[src/include/lsc_pkg.sv]
// Constants, codes and the state record of the line state controller
package lsc_pkg;

  // Clock period and ring-phase low time
  localparam int unsigned CLK_PERIOD_PS    = 4000;
  localparam int unsigned RING_LOW_MIN_US  = 1;
  localparam int unsigned RING_LOW_MIN_CYC =
    (RING_LOW_MIN_US * 1000000 + CLK_PERIOD_PS - 1) / CLK_PERIOD_PS;

  // On-hook persistence in ring-phase periods before falling back
  localparam int unsigned ONHOOK_PERIODS   = 128;
  // Default length of the stand-by off-hook check, oscillator cycles
  localparam int unsigned STBY_CHECK_CYC   = 1024;

  // State-select words, msb first
  localparam logic [2:0] MODE_PDOWN   = 3'h0;
  localparam logic [2:0] MODE_RING    = 3'h1;
  localparam logic [2:0] MODE_OHT_REV = 3'h2;
  localparam logic [2:0] MODE_OHT_DIR = 3'h3;
  localparam logic [2:0] MODE_ACT_REV = 3'h6;
  localparam logic [2:0] MODE_RST     = MODE_PDOWN;

  // Positions of the pin inputs in the synchroniser vector
  localparam int unsigned IN_SEL_LSB  = 0;
  localparam int unsigned IN_SEL_MID  = 1;
  localparam int unsigned IN_SEL_MSB  = 2;
  localparam int unsigned IN_AUX_A    = 3;
  localparam int unsigned IN_AUX_B    = 4;
  localparam int unsigned IN_INPUT_SELECT_N_N   = 5;
  localparam int unsigned IN_OUTPUT_SELECT_N_N  = 6;
  localparam int unsigned IN_INIT_N   = 7;
  localparam int unsigned IN_OFFHOOK  = 8;
  localparam int unsigned IN_TRIP     = 9;
  localparam int unsigned IN_OVERV    = 10;
  localparam int unsigned IN_LONG     = 11;
  localparam int unsigned IN_THERM    = 12;
  localparam int unsigned IN_RCLK     = 13;
  localparam int unsigned NIN         = 14;
  // Idle pin levels assumed while reset is applied (strobes high)
  localparam logic [NIN-1:0] IN_RST_VAL = 14'h0060;

  // Internal automatic states within an active mode word
  typedef enum logic [1:0] {AUTO_HIZ, AUTO_STBY, AUTO_ACT} lsc_auto_e;

  // Line condition reported to the analog side
  typedef enum logic [2:0] {
    LINE_PDOWN, LINE_RING, LINE_OHT, LINE_HIZ, LINE_STBY, LINE_ACT
  } lsc_line_e;

  // Whole register state of the controller
  typedef struct packed {
    logic [NIN-1:0] sync1;
    logic [NIN-1:0] sync2;
    logic [NIN-1:0] sync3;
    logic [NIN-1:0] filt;
    logic           input_select_n_prev;
    logic           rclk_prev;
    logic [2:0]     mode;
    logic           aux_a;
    logic           aux_b;
    lsc_auto_e      auto_st;
    logic           trip_latched;
    logic [7:0]     onhook_per;
    logic [15:0]    stby_cnt;
    lsc_line_e      line;
    logic           ring_relay;
    logic           aux_a_drv;
    logic           aux_b_drv;
    logic           hook_n;
    logic           fault_n;
    logic           flag_oe;
    logic           pol_rev;
    logic           cur_limit;
  } lsc_state_s;

endpackage

[src/hw/lsc_line_state_controller.sv]
// Line state controller: mode decode, auto activation, ringing and fault flags
`timescale 1ns/10ps

module lsc_line_state_controller #(
  parameter int unsigned STBY_CYC = lsc_pkg::STBY_CHECK_CYC
) (
  input  wire logic sys_clk_i,           // Free-running oscillator clock
  input  wire logic rstn_i,              // Power-on reset, active low
  input  wire logic device_init_n_i,     // Init pin, active low
  input  wire logic input_select_n_i,    // Write strobe for control bits
  input  wire logic output_select_n_i,   // Read strobe for flags
  input  wire logic state_sel_msb_i,     // State-select bit, msb
  input  wire logic state_sel_mid_i,     // State-select bit, middle
  input  wire logic state_sel_lsb_i,     // State-select bit, lsb
  input  wire logic aux_relay_a_ctrl_i,  // Auxiliary relay A control bit
  input  wire logic aux_relay_b_ctrl_i,  // Auxiliary relay B control bit
  input  wire logic off_hook_i,          // Line off-hook detector
  input  wire logic ring_trip_i,         // Ring-trip detector
  input  wire logic overvoltage_sense_i, // Overvoltage current detector
  input  wire logic long_fault_i,        // Longitudinal current detector
  input  wire logic thermal_alarm_i,     // Junction over-temperature
  input  wire logic ring_phase_clock_i,  // Ring-phase clock pin
  output logic      ring_relay_drive_o,  // Ring relay driver on
  output logic      aux_relay_a_drive_o, // Auxiliary relay A driver on
  output logic      aux_relay_b_drive_o, // Auxiliary relay B driver on
  output logic      hook_flag_n_o,       // Hook flag, low active
  output logic      fault_flag_n_o,      // Fault flag, low active
  output logic      flag_oe_o,           // Flags driven onto the bus
  output lsc_pkg::lsc_line_e line_state_o, // Feeding condition of the line
  output logic      polarity_rev_o,      // Reverse feeding polarity
  output logic      current_limit_o      // Line current limit engaged
);

  lsc_pkg::lsc_state_s r;    // Registered state
  lsc_pkg::lsc_state_s nxt;  // Next state

  logic [lsc_pkg::NIN-1:0] pins;    // Raw pin vector
  logic [lsc_pkg::NIN-1:0] f;       // Filtered pin levels
  logic [2:0]              sel_w;   // Word on the bus
  logic                    init_ok; // Init pin released
  logic                    wr_stb;  // End of a write strobe
  logic                    mode_chg;// Write that alters the mode
  logic                    offhook; // Filtered off-hook
  logic                    trip;    // Filtered ring-trip
  logic                    overv;   // Filtered overvoltage
  logic                    lfault;  // Filtered longitudinal fault
  logic                    therm;   // Filtered thermal alarm
  logic                    rclk;    // Filtered ring-phase clock
  logic                    rclk_rise; // Start of a ring-phase period
  logic                    auto_run;  // Automatic machine in charge

  // Gather pins into one vector for the three-stage filter
  assign pins = {ring_phase_clock_i, thermal_alarm_i, long_fault_i,
                 overvoltage_sense_i, ring_trip_i, off_hook_i,
                 device_init_n_i, output_select_n_i, input_select_n_i,
                 aux_relay_b_ctrl_i, aux_relay_a_ctrl_i,
                 state_sel_msb_i, state_sel_mid_i, state_sel_lsb_i};

  // Decoded views of the filtered inputs
  assign f         = r.filt;
  assign sel_w     = {f[lsc_pkg::IN_SEL_MSB], f[lsc_pkg::IN_SEL_MID],
                      f[lsc_pkg::IN_SEL_LSB]};
  assign init_ok   = f[lsc_pkg::IN_INIT_N];
  assign offhook   = f[lsc_pkg::IN_OFFHOOK];
  assign trip      = f[lsc_pkg::IN_TRIP];
  assign overv     = f[lsc_pkg::IN_OVERV];
  assign lfault    = f[lsc_pkg::IN_LONG];
  assign therm     = f[lsc_pkg::IN_THERM];
  assign rclk      = f[lsc_pkg::IN_RCLK];
  assign rclk_rise = rclk & ~r.rclk_prev;
  // Data is taken as the input strobe returns high, when it has settled
  assign wr_stb    = init_ok & f[lsc_pkg::IN_INPUT_SELECT_N_N] & ~r.input_select_n_prev;
  assign mode_chg  = wr_stb & (sel_w != r.mode);
  assign auto_run  = init_ok & ~therm & r.mode[2];

  // Next-state logic
  always_comb begin
    nxt = r;
    // Three-stage filter: a level counts once stages two and three agree
    nxt.sync1     = pins;
    nxt.sync2     = r.sync1;
    nxt.sync3     = r.sync2;
    nxt.filt      = (r.sync2 & r.sync3) | (r.filt & (r.sync2 | r.sync3));
    nxt.input_select_n_prev = f[lsc_pkg::IN_INPUT_SELECT_N_N];
    nxt.rclk_prev = rclk;

    // Automatic activation, stepping on the internal clock
    if (auto_run) begin
      case (r.auto_st)
        lsc_pkg::AUTO_HIZ: begin
          // Any off-hook starts the validity check
          if (offhook) begin
            nxt.auto_st  = lsc_pkg::AUTO_STBY;
            nxt.stby_cnt = 16'h0000;
          end
        end
        lsc_pkg::AUTO_STBY: begin
          // Spurious detection returns without activating
          if (!offhook) begin
            nxt.auto_st = lsc_pkg::AUTO_HIZ;
          end else if (r.stby_cnt == 16'(STBY_CYC - 1)) begin
            nxt.auto_st    = lsc_pkg::AUTO_ACT;
            nxt.onhook_per = 8'h00;
          end else begin
            nxt.stby_cnt = r.stby_cnt + 16'h0001;
          end
        end
        lsc_pkg::AUTO_ACT: begin
          // Short on-hook gaps (dial pulses) only restart the count
          if (offhook) begin
            nxt.onhook_per = 8'h00;
          end else if (rclk_rise) begin
            // Falls back only once on-hook outlasts the full count of periods
            if (r.onhook_per == 8'(lsc_pkg::ONHOOK_PERIODS)) begin
              // Reverse-polarity word holds the call up indefinitely
              if (r.mode != lsc_pkg::MODE_ACT_REV) begin
                nxt.auto_st = lsc_pkg::AUTO_HIZ;
              end
            end else begin
              nxt.onhook_per = r.onhook_per + 8'h01;
            end
          end
        end
        default: begin
          nxt.auto_st = lsc_pkg::AUTO_HIZ;
        end
      endcase
    end

    // Control bits from the parallel bus
    if (wr_stb) begin
      nxt.mode  = sel_w;
      nxt.aux_a = f[lsc_pkg::IN_AUX_A];
      nxt.aux_b = f[lsc_pkg::IN_AUX_B];
    end
    // A new mode word releases the trip latch; a new 1XX word also restarts the machine
    if (mode_chg) begin
      nxt.trip_latched = 1'b0;
      if (sel_w[2]) begin
        nxt.auto_st    = lsc_pkg::AUTO_HIZ;
        nxt.stby_cnt   = 16'h0000;
        nxt.onhook_per = 8'h00;
      end
    end
    // Overload leaves the machine waiting in high impedance
    if (therm) begin
      nxt.auto_st = lsc_pkg::AUTO_HIZ;
    end
    // Ring-trip latch; a trip wins over a clear in the same cycle
    if (init_ok && r.mode == lsc_pkg::MODE_RING && trip) begin
      nxt.trip_latched = 1'b1;
    end
    // Init pin held low: everything back to idle
    if (!init_ok) begin
      nxt.mode         = lsc_pkg::MODE_RST;
      nxt.aux_a        = 1'b0;
      nxt.aux_b        = 1'b0;
      nxt.auto_st      = lsc_pkg::AUTO_HIZ;
      nxt.trip_latched = 1'b0;
      nxt.stby_cnt     = 16'h0000;
      nxt.onhook_per   = 8'h00;
    end

    // Ring relay: switched on in a ring-clock low, held, dropped at once
    if (init_ok && !therm && r.mode == lsc_pkg::MODE_RING &&
        !r.trip_latched && !trip) begin
      nxt.ring_relay = r.ring_relay | ~rclk;
    end else begin
      nxt.ring_relay = 1'b0;
    end

    // Auxiliary relays follow their bits, also under overload
    nxt.aux_a_drv = init_ok & r.aux_a;
    nxt.aux_b_drv = init_ok & r.aux_b;

    // Feeding condition and polarity from the mode word
    nxt.pol_rev = 1'b0;
    if (!init_ok || therm) begin
      nxt.line = lsc_pkg::LINE_PDOWN;
    end else begin
      case (r.mode)
        lsc_pkg::MODE_PDOWN: begin
          nxt.line = lsc_pkg::LINE_PDOWN;
        end
        lsc_pkg::MODE_RING: begin
          nxt.line = lsc_pkg::LINE_RING;
        end
        lsc_pkg::MODE_OHT_REV: begin
          nxt.line    = lsc_pkg::LINE_OHT;
          nxt.pol_rev = 1'b1;
        end
        lsc_pkg::MODE_OHT_DIR: begin
          nxt.line = lsc_pkg::LINE_OHT;
        end
        default: begin
          // Words 1XX: internal state decides; high impedance is direct
          case (r.auto_st)
            lsc_pkg::AUTO_STBY: nxt.line = lsc_pkg::LINE_STBY;
            lsc_pkg::AUTO_ACT:  nxt.line = lsc_pkg::LINE_ACT;
            default:            nxt.line = lsc_pkg::LINE_HIZ;
          endcase
          nxt.pol_rev = (r.mode == lsc_pkg::MODE_ACT_REV) &&
                        (r.auto_st != lsc_pkg::AUTO_HIZ);
        end
      endcase
    end

    // Flags: faults override, otherwise per mode
    nxt.fault_n   = 1'b1;
    nxt.hook_n    = 1'b1;
    nxt.cur_limit = init_ok & lfault;
    if (!init_ok) begin
      nxt.hook_n  = 1'b1;
      nxt.fault_n = 1'b1;
    end else if (therm || overv || lfault) begin
      nxt.hook_n  = 1'b0;
      nxt.fault_n = 1'b0;
    end else if (r.mode == lsc_pkg::MODE_RING) begin
      nxt.hook_n = ~(r.trip_latched | trip);
    end else if (r.mode != lsc_pkg::MODE_PDOWN) begin
      nxt.hook_n = ~offhook;
    end
    nxt.flag_oe = ~f[lsc_pkg::IN_OUTPUT_SELECT_N_N];
  end

  // State register
  always_ff @(posedge sys_clk_i or negedge rstn_i) begin
    if (!rstn_i) begin
      r              <= '0;
      r.sync1        <= lsc_pkg::IN_RST_VAL;
      r.sync2        <= lsc_pkg::IN_RST_VAL;
      r.sync3        <= lsc_pkg::IN_RST_VAL;
      r.filt         <= lsc_pkg::IN_RST_VAL;
      r.input_select_n_prev    <= 1'b1;
      r.mode         <= lsc_pkg::MODE_RST;
      r.auto_st      <= lsc_pkg::AUTO_HIZ;
      r.line         <= lsc_pkg::LINE_PDOWN;
      r.hook_n       <= 1'b1;
      r.fault_n      <= 1'b1;
    end else begin
      r <= nxt;
    end
  end

  // Outputs straight from the state register
  assign ring_relay_drive_o  = r.ring_relay;
  assign aux_relay_a_drive_o = r.aux_a_drv;
  assign aux_relay_b_drive_o = r.aux_b_drv;
  assign hook_flag_n_o       = r.hook_n;
  assign fault_flag_n_o      = r.fault_n;
  assign flag_oe_o           = r.flag_oe;
  assign line_state_o        = r.line;
  assign polarity_rev_o      = r.pol_rev;
  assign current_limit_o     = r.cur_limit;

  // Relay only ever rises from a low ring-phase level
  property p_relay_low;
    @(posedge sys_clk_i) disable iff (!rstn_i)
      $rose(ring_relay_drive_o) |-> !$past(rclk);
  endproperty
  a_relay_low: assert property (p_relay_low) else $error("relay on in clock high");

  // Trip drops the relay and pulls the hook flag next cycle
  property p_trip_off;
    @(posedge sys_clk_i) disable iff (!rstn_i)
      (init_ok && r.mode == lsc_pkg::MODE_RING && trip && !therm)
        |=> (!ring_relay_drive_o && !hook_flag_n_o);
  endproperty
  a_trip_off: assert property (p_trip_off) else $error("ring trip not handled");

  // Latch survives until a changed mode word or init
  property p_trip_hold;
    @(posedge sys_clk_i) disable iff (!rstn_i)
      (r.trip_latched && init_ok && !mode_chg) |=> r.trip_latched;
  endproperty
  a_trip_hold: assert property (p_trip_hold) else $error("trip latch lost");

  // A changed 1XX word restarts in high impedance
  property p_hiz_entry;
    @(posedge sys_clk_i) disable iff (!rstn_i)
      (mode_chg && sel_w[2] && !therm) |=> (r.auto_st == lsc_pkg::AUTO_HIZ);
  endproperty
  a_hiz_entry: assert property (p_hiz_entry) else $error("no hiz after word");

  // High impedance never reports reverse polarity
  property p_hiz_dir;
    @(posedge sys_clk_i) disable iff (!rstn_i)
      (line_state_o == lsc_pkg::LINE_HIZ) |-> !polarity_rev_o;
  endproperty
  a_hiz_dir: assert property (p_hiz_dir) else $error("reverse in hiz");

  // Off-hook in high impedance moves to stand-by within one cycle
  property p_to_stby;
    @(posedge sys_clk_i) disable iff (!rstn_i)
      (auto_run && r.auto_st == lsc_pkg::AUTO_HIZ && offhook && !mode_chg)
        |=> (r.auto_st == lsc_pkg::AUTO_STBY);
  endproperty
  a_to_stby: assert property (p_to_stby) else $error("no stand-by step");

  // Dropped off-hook in stand-by returns to high impedance
  property p_reject;
    @(posedge sys_clk_i) disable iff (!rstn_i)
      (auto_run && r.auto_st == lsc_pkg::AUTO_STBY && !offhook)
        |=> (r.auto_st == lsc_pkg::AUTO_HIZ);
  endproperty
  a_reject: assert property (p_reject) else $error("false activation");

  // Overvoltage pulls both flags, mode word untouched
  property p_overv;
    @(posedge sys_clk_i) disable iff (!rstn_i)
      (init_ok && overv && !wr_stb)
        |=> (!hook_flag_n_o && !fault_flag_n_o && r.mode == $past(r.mode));
  endproperty
  a_overv: assert property (p_overv) else $error("overvoltage flags wrong");

  // Thermal overload: power-down line, relay off, flags low
  property p_therm;
    @(posedge sys_clk_i) disable iff (!rstn_i)
      (init_ok && therm) |=> (line_state_o == lsc_pkg::LINE_PDOWN &&
                              !ring_relay_drive_o && !hook_flag_n_o && !fault_flag_n_o);
  endproperty
  a_therm: assert property (p_therm) else $error("thermal response wrong");

  // Init low releases flags and auxiliary relays
  property p_init;
    @(posedge sys_clk_i) disable iff (!rstn_i)
      !init_ok |=> (hook_flag_n_o && fault_flag_n_o && !aux_relay_a_drive_o &&
                    !aux_relay_b_drive_o && line_state_o == lsc_pkg::LINE_PDOWN);
  endproperty
  a_init: assert property (p_init) else $error("init not idling");

endmodule

[config.mk]
export PLATFORM = sky130hd
export DESIGN_NAME = lsc_line_state_controller
export DESIGN_NICKNAME = d
export VERILOG_FILES = /design/src/include/lsc_pkg.sv /design/src/hw/lsc_line_state_controller.sv
export SDC_FILE = /design/constraint.sdc
export NUM_CORES = 1
export LEC_CHECK = 0
export CORE_ASPECT_RATIO = 0.75
export CORE_UTILIZATION = 35
export DETAILED_ROUTE_END_ITERATION = 6
export DONT_BUFFER_PORTS = 1
export GPL_ROUTABILITY_DRIVEN = 0
export MAX_ROUTING_LAYER = met4
export PLACE_DENSITY = 0.59
export SKIP_CTS_REPAIR_TIMING = 1
export SYNTH_ARGS = -nofsm -noshare
export SYNTH_HDL_FRONTEND = slang
export SYNTH_SLANG_ARGS = --single-unit
export TNS_END_PERCENT = 20
[constraint.sdc]
create_clock -name sys_clk_i -period 6.09 [get_ports sys_clk_i]
set_clock_uncertainty 0.15 [all_clocks]
set_input_delay 0.9135 -clock sys_clk_i [delete_from_list [all_inputs] [get_ports sys_clk_i]]
set_output_delay 0.9135 -clock sys_clk_i [all_outputs]
set_load 0.01 [all_outputs]
=== Word level (Yosys, flattened, before mapping) ===
Index checks and enable logic that the tools add are counted.

* Register bits after elaboration: 101
* Input bits: 16
* Output and inout bits: 11
* Logic and storage cells: 115

* Reduce and logical (&&, ||, !) cells: 20
* Muxes and demuxes: 37
* Bitwise gates (word level): 22
* Eq/ne operators: 12
* Add/subtract/negate cells: 2

{| class="wikitable"
|+ Operators by type and width
! cell !! count
|-
| 24-bit two-way mux || 3
|-
| 16-bit two-way mux || 2
|-
| 32-bit two-way mux || 1
|-
| 8-bit two-way mux || 4
|-
| 16-bit case mux with 2 select lines || 1
|-
| 14-bit bitwise AND || 2
|-
| 14-bit bitwise OR || 2
|-
| 27-bit two-way mux || 1
|-
| 2-bit two-way mux || 11
|-
| 16-bit by 1-bit adder with 16-bit output (second input constant) || 1
|-
| 16-bit by 10-bit == test with 1-bit output (second input constant) || 1
|-
| 8-bit case mux with 2 select lines || 1
|-
| 1-bit bitwise AND || 9
|-
| 3-bit case mux with 3 select lines || 1
|-
| 8-bit by 1-bit adder with 8-bit output (second input constant) || 1
|-
| 8-bit == test (second input constant) || 1
|-
| 1-bit logical AND || 7
|-
| 1-bit two-way mux || 7
|-
| 1-bit NOT || 7
|-
| 3-bit by 2-bit == test with 1-bit output (second input constant) || 2
|-
| 2-bit case mux with 3 select lines || 1
|-
| 3-bit case mux with 2 select lines || 1
|-
| 5-bit two-way mux || 1
|-
| 1-bit logical NOT || 4
|-
| other kinds (18) || 21
|}

=== Logic depth before layout (Yosys ltp) ===
Gate-level depths: netlist of the first run.

* Depth after elaboration: 11
* Mapped depth: 7
* Depth with buffers taken out: 6

=== Worst setup path before layout of the first run ===
Ideal clock, no wire load.

* Path kind: register to register
* Start: register r[22] in the netlist's numbering
* End: register r[15] in the netlist's numbering
* Slack: 3931 ps
* Path buffers: 1
* Clock period less this slack: 2159 ps
* Arrival time: 1866 ps
* Data required time: 5796 ps
* Library setup time: 144 ps
* Stages on the path, launching flop included: 6
* Path through: dfrtp_1 -> or4_4 -> or4_1 -> buf_2 -> a41oi_2 -> a311oi_1

{| class="wikitable"
|+ RTL lines
! element !! RTL line !! source
|-
| from (decl) || lsc_line_state_controller.sv:34 || <nowiki>lsc_pkg::lsc_state_s r;</nowiki>
|-
| from (signal assigned) || lsc_line_state_controller.sv:241 || <nowiki>r <= nxt;</nowiki>
|}

==> results.cfg, run 1 <==
[timing]
max_freq_mhz = 378
timing_max_transition_violations_final = 0
setup_viol_count_final = 0
maxSlewHeadroom = 0.256
rsz0062_at_grt = no
smallest_setup_slack_after_layout_ns = 3.44
worst_slew_pin_slew_ns = 1.11
hold_ws_ns = 0.113
finalCriticalPeriod_ns = 2.65
fin_tns_setup_ns = 0
min_period_over_period = 0.435
finalHoldViolCount = 0

[synthesis]
syn-num-nets = 366
xor_xnor_fraction_of_synth_area = 0.00627
synth.top_cells.by_area = sky130_fd_sc_hd__dfrtp_1 (54%), sky130_fd_sc_hd__dfstp_2 (6.9%), sky130_fd_sc_hd__a311oi_1 (4.0%)
synthesis.area_um2 = 4190
syn_inst = 342
synth_compound_area_frac = 0.136
ys_async_sr_fraction = 1.00
synth-edff-count = 0
netlist.area_leader.share = 0.537
synth-main-ff-cell = sky130_fd_sc_hd__dfrtp_1
postSynthAreaPerCell_um2 = 12.3
synth_seq_cells = 101
synth.yosys.seq_area_share = 0.606
yosys.area_share.simple = 0.151
netlist-cell-type-count = 56
netlist.top_cell.by_area = sky130_fd_sc_hd__dfrtp_1
yosysWarnings = 0
synthMuxAreaShare = 0.0143
dominant_combinational_cell_family_by_area_after_synthesis = simple AND/OR/NAND/NOR gates
synthAdderAreaFrac = 0.0573

[pwr]
total_power_mw = 1.33
cellPowerDensity_nw_per_um2 = 288
lkg_pwr_nw = 1.78
peakVddDrop_mv = 0.169

[cells_and_area]
syn2layout_area_growth_pct = 9.94
final_nets = 362
multiInputGateArea_um2 = 1530
num_antenna_cells = 0
seq_area_um2 = 2540
fillers = 1091
layout-drive-gt1-share = 0.0994

[floorplanning]
initial_core_utilization = 0.361
row_count = 34
io_pins = 27
floorplan.die.height_um = 96.8
floorplan.core_area_um2 = 11600
die_area_um2 = 12400
die_width_um = 128

[status]
result_of_the_run = completed

[clock_tree]
cts_made_buffers = 9
post_cts_clock_slew_at_the_launch_and_capture_registers_of_the_worst_setup_and_hold_paths_ns = 0.07
maximum_level_of_the_cts_h_tree = 3
clkSinkCount = 101
cts_tree = built
cts_buffer_depth = 2
clock_tree.root_cell = sky130_fd_sc_hd__clkbuf_16
worst_skew_pair.late_latency_ns = 0.35

[detailed_routing]
final_wl_mm = 7.82
detail_route.drc_violations = 0
antenna_violating_nets_post_route = 0
route.detailed.vias_per_inst = 5.45
dr_total_vias = 2748
initialDrtViolationCount = 238
wl_per_cell_um = 15.5
drt_first_pass_iters = 4

[global_route]
wire_length_of_the_first_global_routing_pass_mm = 13.3
antenna_found_initial = 0
grt_remaining_overflow = 0
maximum_number_of_pins_on_one_net_before_global_route_repair = 102
first_global_vias = 2586
grt.total_usage = 0.143

[critical_path]
worstReg2RegStart = r[37]
cp-startpoint = r[37]
crit_arrival_ns = 2.66
setup.worst_path.start_class = register
timing.setup.critical_path_class = register to register
cp_max_fo = 14
cpPeakStageDelay_ns = 0.87
critPathRequiredTime_ns = 6.10
cp_cell_sequence = inv_1 -> ha_1 -> mux2i_1 -> nor3_1 -> a311oi_1
endpoint_kind = register
critical_path.slowest_cell = sky130_fd_sc_hd__nor3_1

[placed_design]
preCtsSetupSlack_ns = 3.49
dpl_wire_length_mm = 5.15
port_buffers = 0

[job]
timing.max_cap.violations = 0

[hold_path]
type_of_the_worst_min_delay_path = input port to asynchronous set/reset pin
-- kinds of logic (layout without fill, tap and decap cells) --
group           after synthesis  count (layout)
simple gates                107             107
mux                           6               6
compound gates               75              75
fa+ha+maj                    22              22
flops                       101             101
buf+inv                      28              28
xor+xnor                      3               3
-- final cells by class --
class | count | area share
clock buffer | 9 | 0.0489
tap | 162 | 0.0440
clock inverter | 6 | 0.0119
timing repair buffer | 1 | 0.00163
multi-input combinational | 213 | 0.332
sequential | 101 | 0.551
inverter | 12 | 0.00977
-- state kept, by name (all words and copies together) (netlist names) --
name	cells
fault_flag_n_o	1
current_limit_o	1
hook_flag_n_o	1
polarity_rev_o	1
r	48
aux_relay_a_drive_o	1
nxt	28
ring_relay_drive_o	1
flag_oe_o	1
aux_relay_b_drive_o	1
f	14
line_state_o	3
-- layer usage --
layer | vias to the layer above | wire [um] | track usage
li1 | 1286 | - | -
met1 | 1389 | 4120 | 0.215
met2 | 58 | 3250 | 0.179
met3 | 15 | 317 | 0.0404
met4 | 0 | 134 | 0.0543
met5 | - | 0 | -
-- synthesized netlist by cell type, drive strengths merged, types with 9 or more instances --
cell type,count
dfrtp,90
a311oi,19
maj3,14
nand3,14
nor2,14
nand2,13
inv,12
a31oi,11
clkbuf,11
dfstp,11
a21oi,9
nor3,9
-- placed cells by master, fill, tap and decap left out, drive strengths merged, types with 4 or more instances in the layout --
master  instances
nor2b           8
nand3          14
o31ai           6
nand2          13
mux2i           6
nor3            9
nor3b           4
nand4           7
and2            4
o21ai           7
nor4            4
ha              8
dfrtp          90
dfstp          11
a311oi         19
and3            4
clkbuf          9
a31oi          11
inv            15
nor2           14
a41oi           6
maj3           14
a21oi           9
nand2b          6
-- report_power, final --
group / total (mW) / switching [mW] / internal (mW)
combinational: 0.0531 / 0.0293 / 0.0238
sequential: 0.737 / 0.0295 / 0.708
clock: 0.535 / 0.253 / 0.282
total: 1.33 / 0.312 / 1.01
-- worst max-delay path, delay by kind of cell (launching register included) --
family	cells	cell delay, ns
compound gates	1	0.24
fa+ha+maj	1	0.50
buf+inv	1	0.11
flops	1	0.42
mux	1	0.16
simple gates	1	0.87
-- path summary, 6_finish.rpt --
kind | to | slack (ns) | cells after the start
setup reg to reg | r[19] | 3.44 | 5
setup / recovery | r[19] | 3.44 | 5
max in group asynchronous | fault_flag_n_o | 5.44 | 0
min in group sys_clk_i | nxt[72] | 0.20 | 0
hold reg to reg | nxt[72] | 0.20 | 0
hold / removal | flag_oe_o | 0.11 | 0
-- metrics by stage --
stage / util / instances / cell area, um^2
floorplan: - / 342 / 4190
global placement: 0.373 / 489 / 4330
detailed placement: 0.373 / 489 / 4330
CTS: 0.397 / 504 / 4610
global route: 0.397 / 504 / 4610
finish: 0.397 / 504 / 4610
No activity file was read; power rests on OpenSTA's default activity.
==> run 2, diff against run 1 <==
--- a/config.mk
+++ b/config.mk
@@ -5,6 +5,7 @@
 export SDC_FILE = /design/constraint.sdc
 export NUM_CORES = 1
 export LEC_CHECK = 0
+export ABC_AREA = 1
 export CORE_ASPECT_RATIO = 0.75
 export CORE_UTILIZATION = 35
 export DETAILED_ROUTE_END_ITERATION = 6
==> constraint.sdc (replaced) <==
create_clock -name sys_clk_i -period 2.75 [get_ports sys_clk_i]
set_clock_uncertainty 0.15 [all_clocks]
set_input_delay 0.4125 -clock sys_clk_i [delete_from_list [all_inputs] [get_ports sys_clk_i]]
set_output_delay 0.4125 -clock sys_clk_i [all_outputs]
set_load 0.01 [all_outputs]
==> run 2 against run 1 <==
Against the previous run: the flow now finishes with violations (hold timing); hold slack lost 0.51 ns; design area grew 6.4%; clock-buffer cell count grew 1; die area grew 3.3%; fmax grew 23%; global-route usage grew 0.88 points; register-to-register slack lost 2.8 ns; critical endpoint is now r[13]; largest cell class unchanged; largest power group unchanged.
==> results.cfg, run 2 <==
[cells_and_area]
post_route_insts_no_fill = 633
fillers = 1168
largest_register_ff_count = 48
syn2layout_area_growth_pct = 13.2
seq_area_um2 = 2540
layout-drive-gt1-share = 0.104
most-common-layout-cells = sky130_fd_sc_hd__nand2_1 (94), sky130_fd_sc_hd__dfrtp_1 (90), sky130_fd_sc_hd__nor2_1 (43), sky130_fd_sc_hd__inv_1 (41), sky130_fd_sc_hd__a21oi_1 (31)
final_nets = 490
finalInstanceArea_um2 = 4900
final_common_cell = sky130_fd_sc_hd__nand2_1
multiInputGateArea_um2 = 1550
largest_register = r
num_antenna_cells = 0

[clock_tree]
cts_buffer_depth = 2
clkSinkCount = 101
maximum_level_of_the_cts_h_tree = 3
worst_skew_pair.late_latency_ns = 0.35
post_cts_clock_slew_at_the_launch_and_capture_registers_of_the_worst_setup_and_hold_paths_ns = 0.08
cts_made_buffers = 9
cts_tree = built
clock_tree.root_cell = sky130_fd_sc_hd__clkbuf_16

[synthesis]
post-synth-top-count-cell = sky130_fd_sc_hd__nand2_1
netlist_top_cells_count = sky130_fd_sc_hd__nand2_1 (94), sky130_fd_sc_hd__dfrtp_1 (90), sky130_fd_sc_hd__nor2_1 (43)
synth_seq_cells = 101
syn_inst = 448
synth-main-ff-cell = sky130_fd_sc_hd__dfrtp_1
netlist.top_cell.by_area = sky130_fd_sc_hd__dfrtp_1
postSynthAreaPerCell_um2 = 9.67
synth.yosys.seq_area_share = 0.586
syn-num-nets = 472
synth.top_cells.by_area = sky130_fd_sc_hd__dfrtp_1 (52%), sky130_fd_sc_hd__nand2_1 (8.1%), sky130_fd_sc_hd__dfstp_2 (6.7%)
yosysWarnings = 0
netlist.area_leader.share = 0.520
synth-edff-count = 0
synthesis.area_um2 = 4330
netlist-cell-type-count = 40
ys_async_sr_fraction = 1.00

[global_route]
antenna_found_initial = 0
maximum_number_of_pins_on_one_net_before_global_route_repair = 102
first_global_vias = 2949
grt.total_usage = 0.152
wire_length_of_the_first_global_routing_pass_mm = 14.6
grt_remaining_overflow = 0

[critical_path]
worstReg2RegStart = r[37]
regToRegSetupSlack_ns = 0.61
critPathRequiredTime_ns = 2.83
r2r.worst_path.cells = 7
timing.rr.end = r[13]
crit_arrival_ns = 2.22
cp_max_fo = 11
setup.worst_path.start_class = register
endpoint_kind = register
timing.setup.critical_path_class = register to register

[detailed_routing]
wl_per_cell_um = 13.3
antenna_violating_nets_post_route = 0
initialDrtViolationCount = 247
final_wl_mm = 8.41
route.detailed.vias_per_inst = 4.79
detail_route.drc_violations = 0
drt_first_pass_iters = 5
dr_total_vias = 3029

[floorplanning]
die_width_um = 130
io_pins = 27
die_area_um2 = 12800
floorplan.die.height_um = 98.4
floorplan.core_area_um2 = 11800
row_count = 34
initial_core_utilization = 0.366

[timing]
worst_slew_pin_slew_ns = 0.520
max_freq_mhz = 466
maxSlewHeadroom = 0.650
setup_viol_count_final = 0
timing_max_transition_violations_final = 0
rsz0062_at_grt = no
fin_tns_setup_ns = 0
hold_ws_ns = -0.400
finalHoldViolCount = 101
finalCriticalPeriod_ns = 2.14
min_period_over_period = 0.780

[pwr]
cell_internal_pwr_mw = 2.27
seq_power_share = 0.545
switching_share = 0.243
peakVddDrop_mv = 0.367
total_power_mw = 2.99
lkg_pwr_nw = 2.13
power.net_switching_uw = 728
cellPowerDensity_nw_per_um2 = 611
clock_power_share = 0.396
share_comb_of_total_power = 0.059

[placed_design]
port_buffers = 0
placed_cells = 603
dpl_wire_length_mm = 5.80
placement_stage_cell_area_um2 = 4490

[status]
failed_checks = hold timing
result_of_the_run = finished with violations

[hold_path]
type_of_the_worst_min_delay_path = input port to asynchronous set/reset pin

[job]
timing.max_cap.violations = 0
## run 2: cell type report
class	count	share of cell area
Sequential cell	101	0.518
Timing Repair Buffer	17	0.0332
Tap cell	162	0.0413
Inverter	45	0.0344
Multi-Input combinational cell	292	0.317
Clock buffer	10	0.0467
Clock inverter	6	0.00944
## run 2: cells by family after synthesis
family          synth area share
fa+ha+maj                 0.0554
xor+xnor                  0.0162
buf+inv                   0.0551
flops                      0.586
compound gates            0.0823
simple gates               0.205
## run 2: per-layer routing
metal  global-route usage  vias up  wire, um
met1                0.221     1472      4340
met5                    -        -         0
met2                0.204       65      3610
met3               0.0427        4       400
met4               0.0433        0        59
li1                     -     1488         -
## run 2: worst max-delay path, cell delays in order (launching register included)
cell	delay, ns
sky130_fd_sc_hd__dfrtp_1	0.41
sky130_fd_sc_hd__inv_1	0.13
sky130_fd_sc_hd__ha_1	0.46
sky130_fd_sc_hd__o21ai_2	0.24
sky130_fd_sc_hd__nor2_2	0.23
sky130_fd_sc_hd__inv_1	0.18
sky130_fd_sc_hd__a21oi_1	0.15
sky130_fd_sc_hd__nor2_1	0.06
## run 2: worst max-delay path by stage
stage | startpoint | to | slack [ns]
after detailed placement | r[37] | r[18] | 0.64
after floorplan | r[37] | r[16] | 1.02
after CTS | r[37] | r[13] | 0.62
after global routing | r[37] | r[13] | 0.35
final | r[37] | r[13] | 0.61
after global placement | r[37] | r[14] | 0.64
## run 2: power by group through the flow
stage | Combinational (mW) | Clock [mW] | Sequential [mW]
2_1_floorplan | 0.140 | 0 | 1.64
3_3_place_gp | 0.157 | 0 | 1.66
3_5_place_dp | 0.162 | 0 | 1.66
4_1_cts | 0.162 | 1.22 | 1.63
5_1_grt | 0.200 | 1.27 | 1.64
6_report | 0.177 | 1.19 | 1.63
## run 2: per-stage QoR
stage / util / worst slack, ns
2_1_floorplan: - / 1.02
3_3_place_gp: 0.380 / 0.642
3_5_place_dp: 0.380 / 0.636
4_1_cts: 0.403 / 0.624
5_1_grt: 0.415 / 0.348
6_report: 0.415 / 0.606
==> run 3, diff against run 2 <==
==> constraint.sdc (replaced) <==
create_clock -name sys_clk_i -period 1.99 [get_ports sys_clk_i]
set_clock_uncertainty 0.15 [all_clocks]
set_input_delay 0.2985 -clock sys_clk_i [delete_from_list [all_inputs] [get_ports sys_clk_i]]
set_output_delay 0.2985 -clock sys_clk_i [all_outputs]
set_load 0.01 [all_outputs]
==> run 3 against run 2 <==
Against the previous run: the flow still finishes with violations (hold timing); sequential share of layout area down 1.6 points; core utilization is 1.4 points higher; die area unchanged; clock power up 45%; critical path depth rose by 1; power is 42% higher; largest cell class unchanged.
==> results.cfg, run 3 (synthesis gave the netlist of run 2 again) <==
[timing]
setup_viol_count_final = 0
fin_tns_setup_ns = 0
hold_ws_ns = -0.506
maxSlewHeadroom = 0.650
max_freq_mhz = 520
timing_max_transition_violations_final = 0
finalCriticalPeriod_ns = 1.92
finalHoldViolCount = 101
min_period_over_period = 0.967
smallest_setup_slack_after_layout_ns = 0.0663
worst_slew_pin_slew_ns = 0.519
rsz0062_at_grt = yes

[cells_and_area]
num_antenna_cells = 0
largest_register_ff_count = 48
final_common_cell = sky130_fd_sc_hd__nand2_1
fillers = 1157
seq_area_um2 = 2540
multiInputGateArea_um2 = 1600
syn2layout_area_growth_pct = 16.9
utilization = 0.428
most-common-layout-cells = sky130_fd_sc_hd__nand2_1 (94), sky130_fd_sc_hd__dfrtp_1 (89), sky130_fd_sc_hd__nor2_1 (43), sky130_fd_sc_hd__inv_1 (41), sky130_fd_sc_hd__a21oi_1 (31)
final_nets = 503
largest_register = r
layout-drive-gt1-share = 0.136

[status]
failed_checks = hold timing
result_of_the_run = finished with violations

[floorplanning]
floorplan.core_area_um2 = 11800
row_count = 34
die_width_um = 130
floorplan.die.height_um = 98.4
die_area_um2 = 12800
io_pins = 27
initial_core_utilization = 0.366

[detailed_routing]
route.detailed.vias_per_inst = 4.82
initialDrtViolationCount = 244
detail_route.drc_violations = 0
dr_total_vias = 3116
drt_first_pass_iters = 5
wl_per_cell_um = 13.2
antenna_violating_nets_post_route = 0
final_wl_mm = 8.55

[critical_path]
most_numerous_cell_on_the_critical_path = sky130_fd_sc_hd__a21oi_1
timing.setup.critical_path_class = register to register
cpPeakStageDelay_ns = 0.44
critical_path.slowest_cell = sky130_fd_sc_hd__dfrtp_1
crit_arrival_ns = 2.04
cp_cell_sequence = ha_4 -> nand3_2 -> nor3_4 -> buf_4 -> nand3_1 -> a21oi_1 -> nand2_1 -> a21oi_1
endpoint_kind = register
cp_max_fo = 5
setup.worst_path.start_class = register
critPathRequiredTime_ns = 2.11

[pwr]
lkg_pwr_nw = 2.20
peakVddDrop_mv = 0.445
total_power_mw = 4.25
cellPowerDensity_nw_per_um2 = 839

[placed_design]
port_buffers = 0
preCtsSetupSlack_ns = 0.0604
dpl_wire_length_mm = 5.86

[clock_tree]
clkSinkCount = 101
cts_made_buffers = 9
cts_buffer_depth = 2
maximum_level_of_the_cts_h_tree = 3
post_cts_clock_slew_at_the_launch_and_capture_registers_of_the_worst_setup_and_hold_paths_ns = 0.07
worst_skew_pair.late_latency_ns = 0.35
clock_tree.root_cell = sky130_fd_sc_hd__clkbuf_16
cts_tree = built

[global_route]
antenna_found_initial = 0
grt_remaining_overflow = 0
first_global_vias = 2962
wire_length_of_the_first_global_routing_pass_mm = 14.6
grt.total_usage = 0.153
maximum_number_of_pins_on_one_net_before_global_route_repair = 102

[job]
timing.max_cap.violations = 0

[hold_path]
type_of_the_worst_min_delay_path = input port to asynchronous set/reset pin
==> run 3: changes by cell type in the layout (fill, tap and decap cells not counted), moves of 2 or more <==
cell	delta
sky130_fd_sc_hd__buf_4	+12
sky130_fd_sc_hd__clkinv_2	-2
sky130_fd_sc_hd__o21ai_2	-2
sky130_fd_sc_hd__o21ai_4	+2
==> run 3: layout make-up <==
cell class | count | area share
clock inverters | 6 | 0.0126
inverters | 45 | 0.0333
well taps | 162 | 0.0400
flip-flops and latches | 101 | 0.502
repair buffers | 29 | 0.0499
clock buffers | 10 | 0.0472
multi-input cells | 293 | 0.315
==> run 3: final timing paths <==
check | start | end | slack [ns] | cells past startpoint
worst min-delay path | rstn_i | line_state_o[1] | -0.51 | 0
max in group asynchronous | rstn_i | f[5] | 1.96 | 0
worst max-delay path | r[12] | r[37] | 0.07 | 8
min in group sys_clk_i | nxt[75] | nxt[61] | 0.20 | 0
worst min register to register | nxt[75] | nxt[61] | 0.20 | 0
worst max register to register | r[12] | r[37] | 0.07 | 8
==> run 3: power breakdown <==
part	internal [mW]	total [mW]	switching, mW
Combinational	0.110	0.267	0.157
Sequential	2.17	2.25	0.0791
Clock	0.917	1.73	0.814
Total	3.20	4.25	1.05
==> run 3: worst max-delay path: cells and delay by family, from the launching register on <==
kind,cells,cell delay [ns]
buf+inv,1,0.17
fa+ha+maj,1,0.18
simple gates,4,0.62
compound gates,2,0.28
flops,1,0.44
==> run 3: metal layers <==
layer	global-route usage	up-vias	part of all wire
met5	-	-	0
met3	0.0416	10	0.059
met2	0.208	98	0.43
met1	0.216	1486	0.50
li1	-	1522	-
met4	0.0539	0	0.015
==> run 3: stage by stage <==
| step | area [um^2] | hold WS [ns] | cells |
|---|---|---|---|
| floorplan | 4330 | -0.147 | 448 |
| global placement | 4540 | -0.145 | 610 |
| CTS | 4840 | -0.519 | 626 |
| global route | 5070 | -0.524 | 646 |
| finish | 5070 | -0.506 | 646 |
| detailed placement | 4540 | -0.145 | 610 |
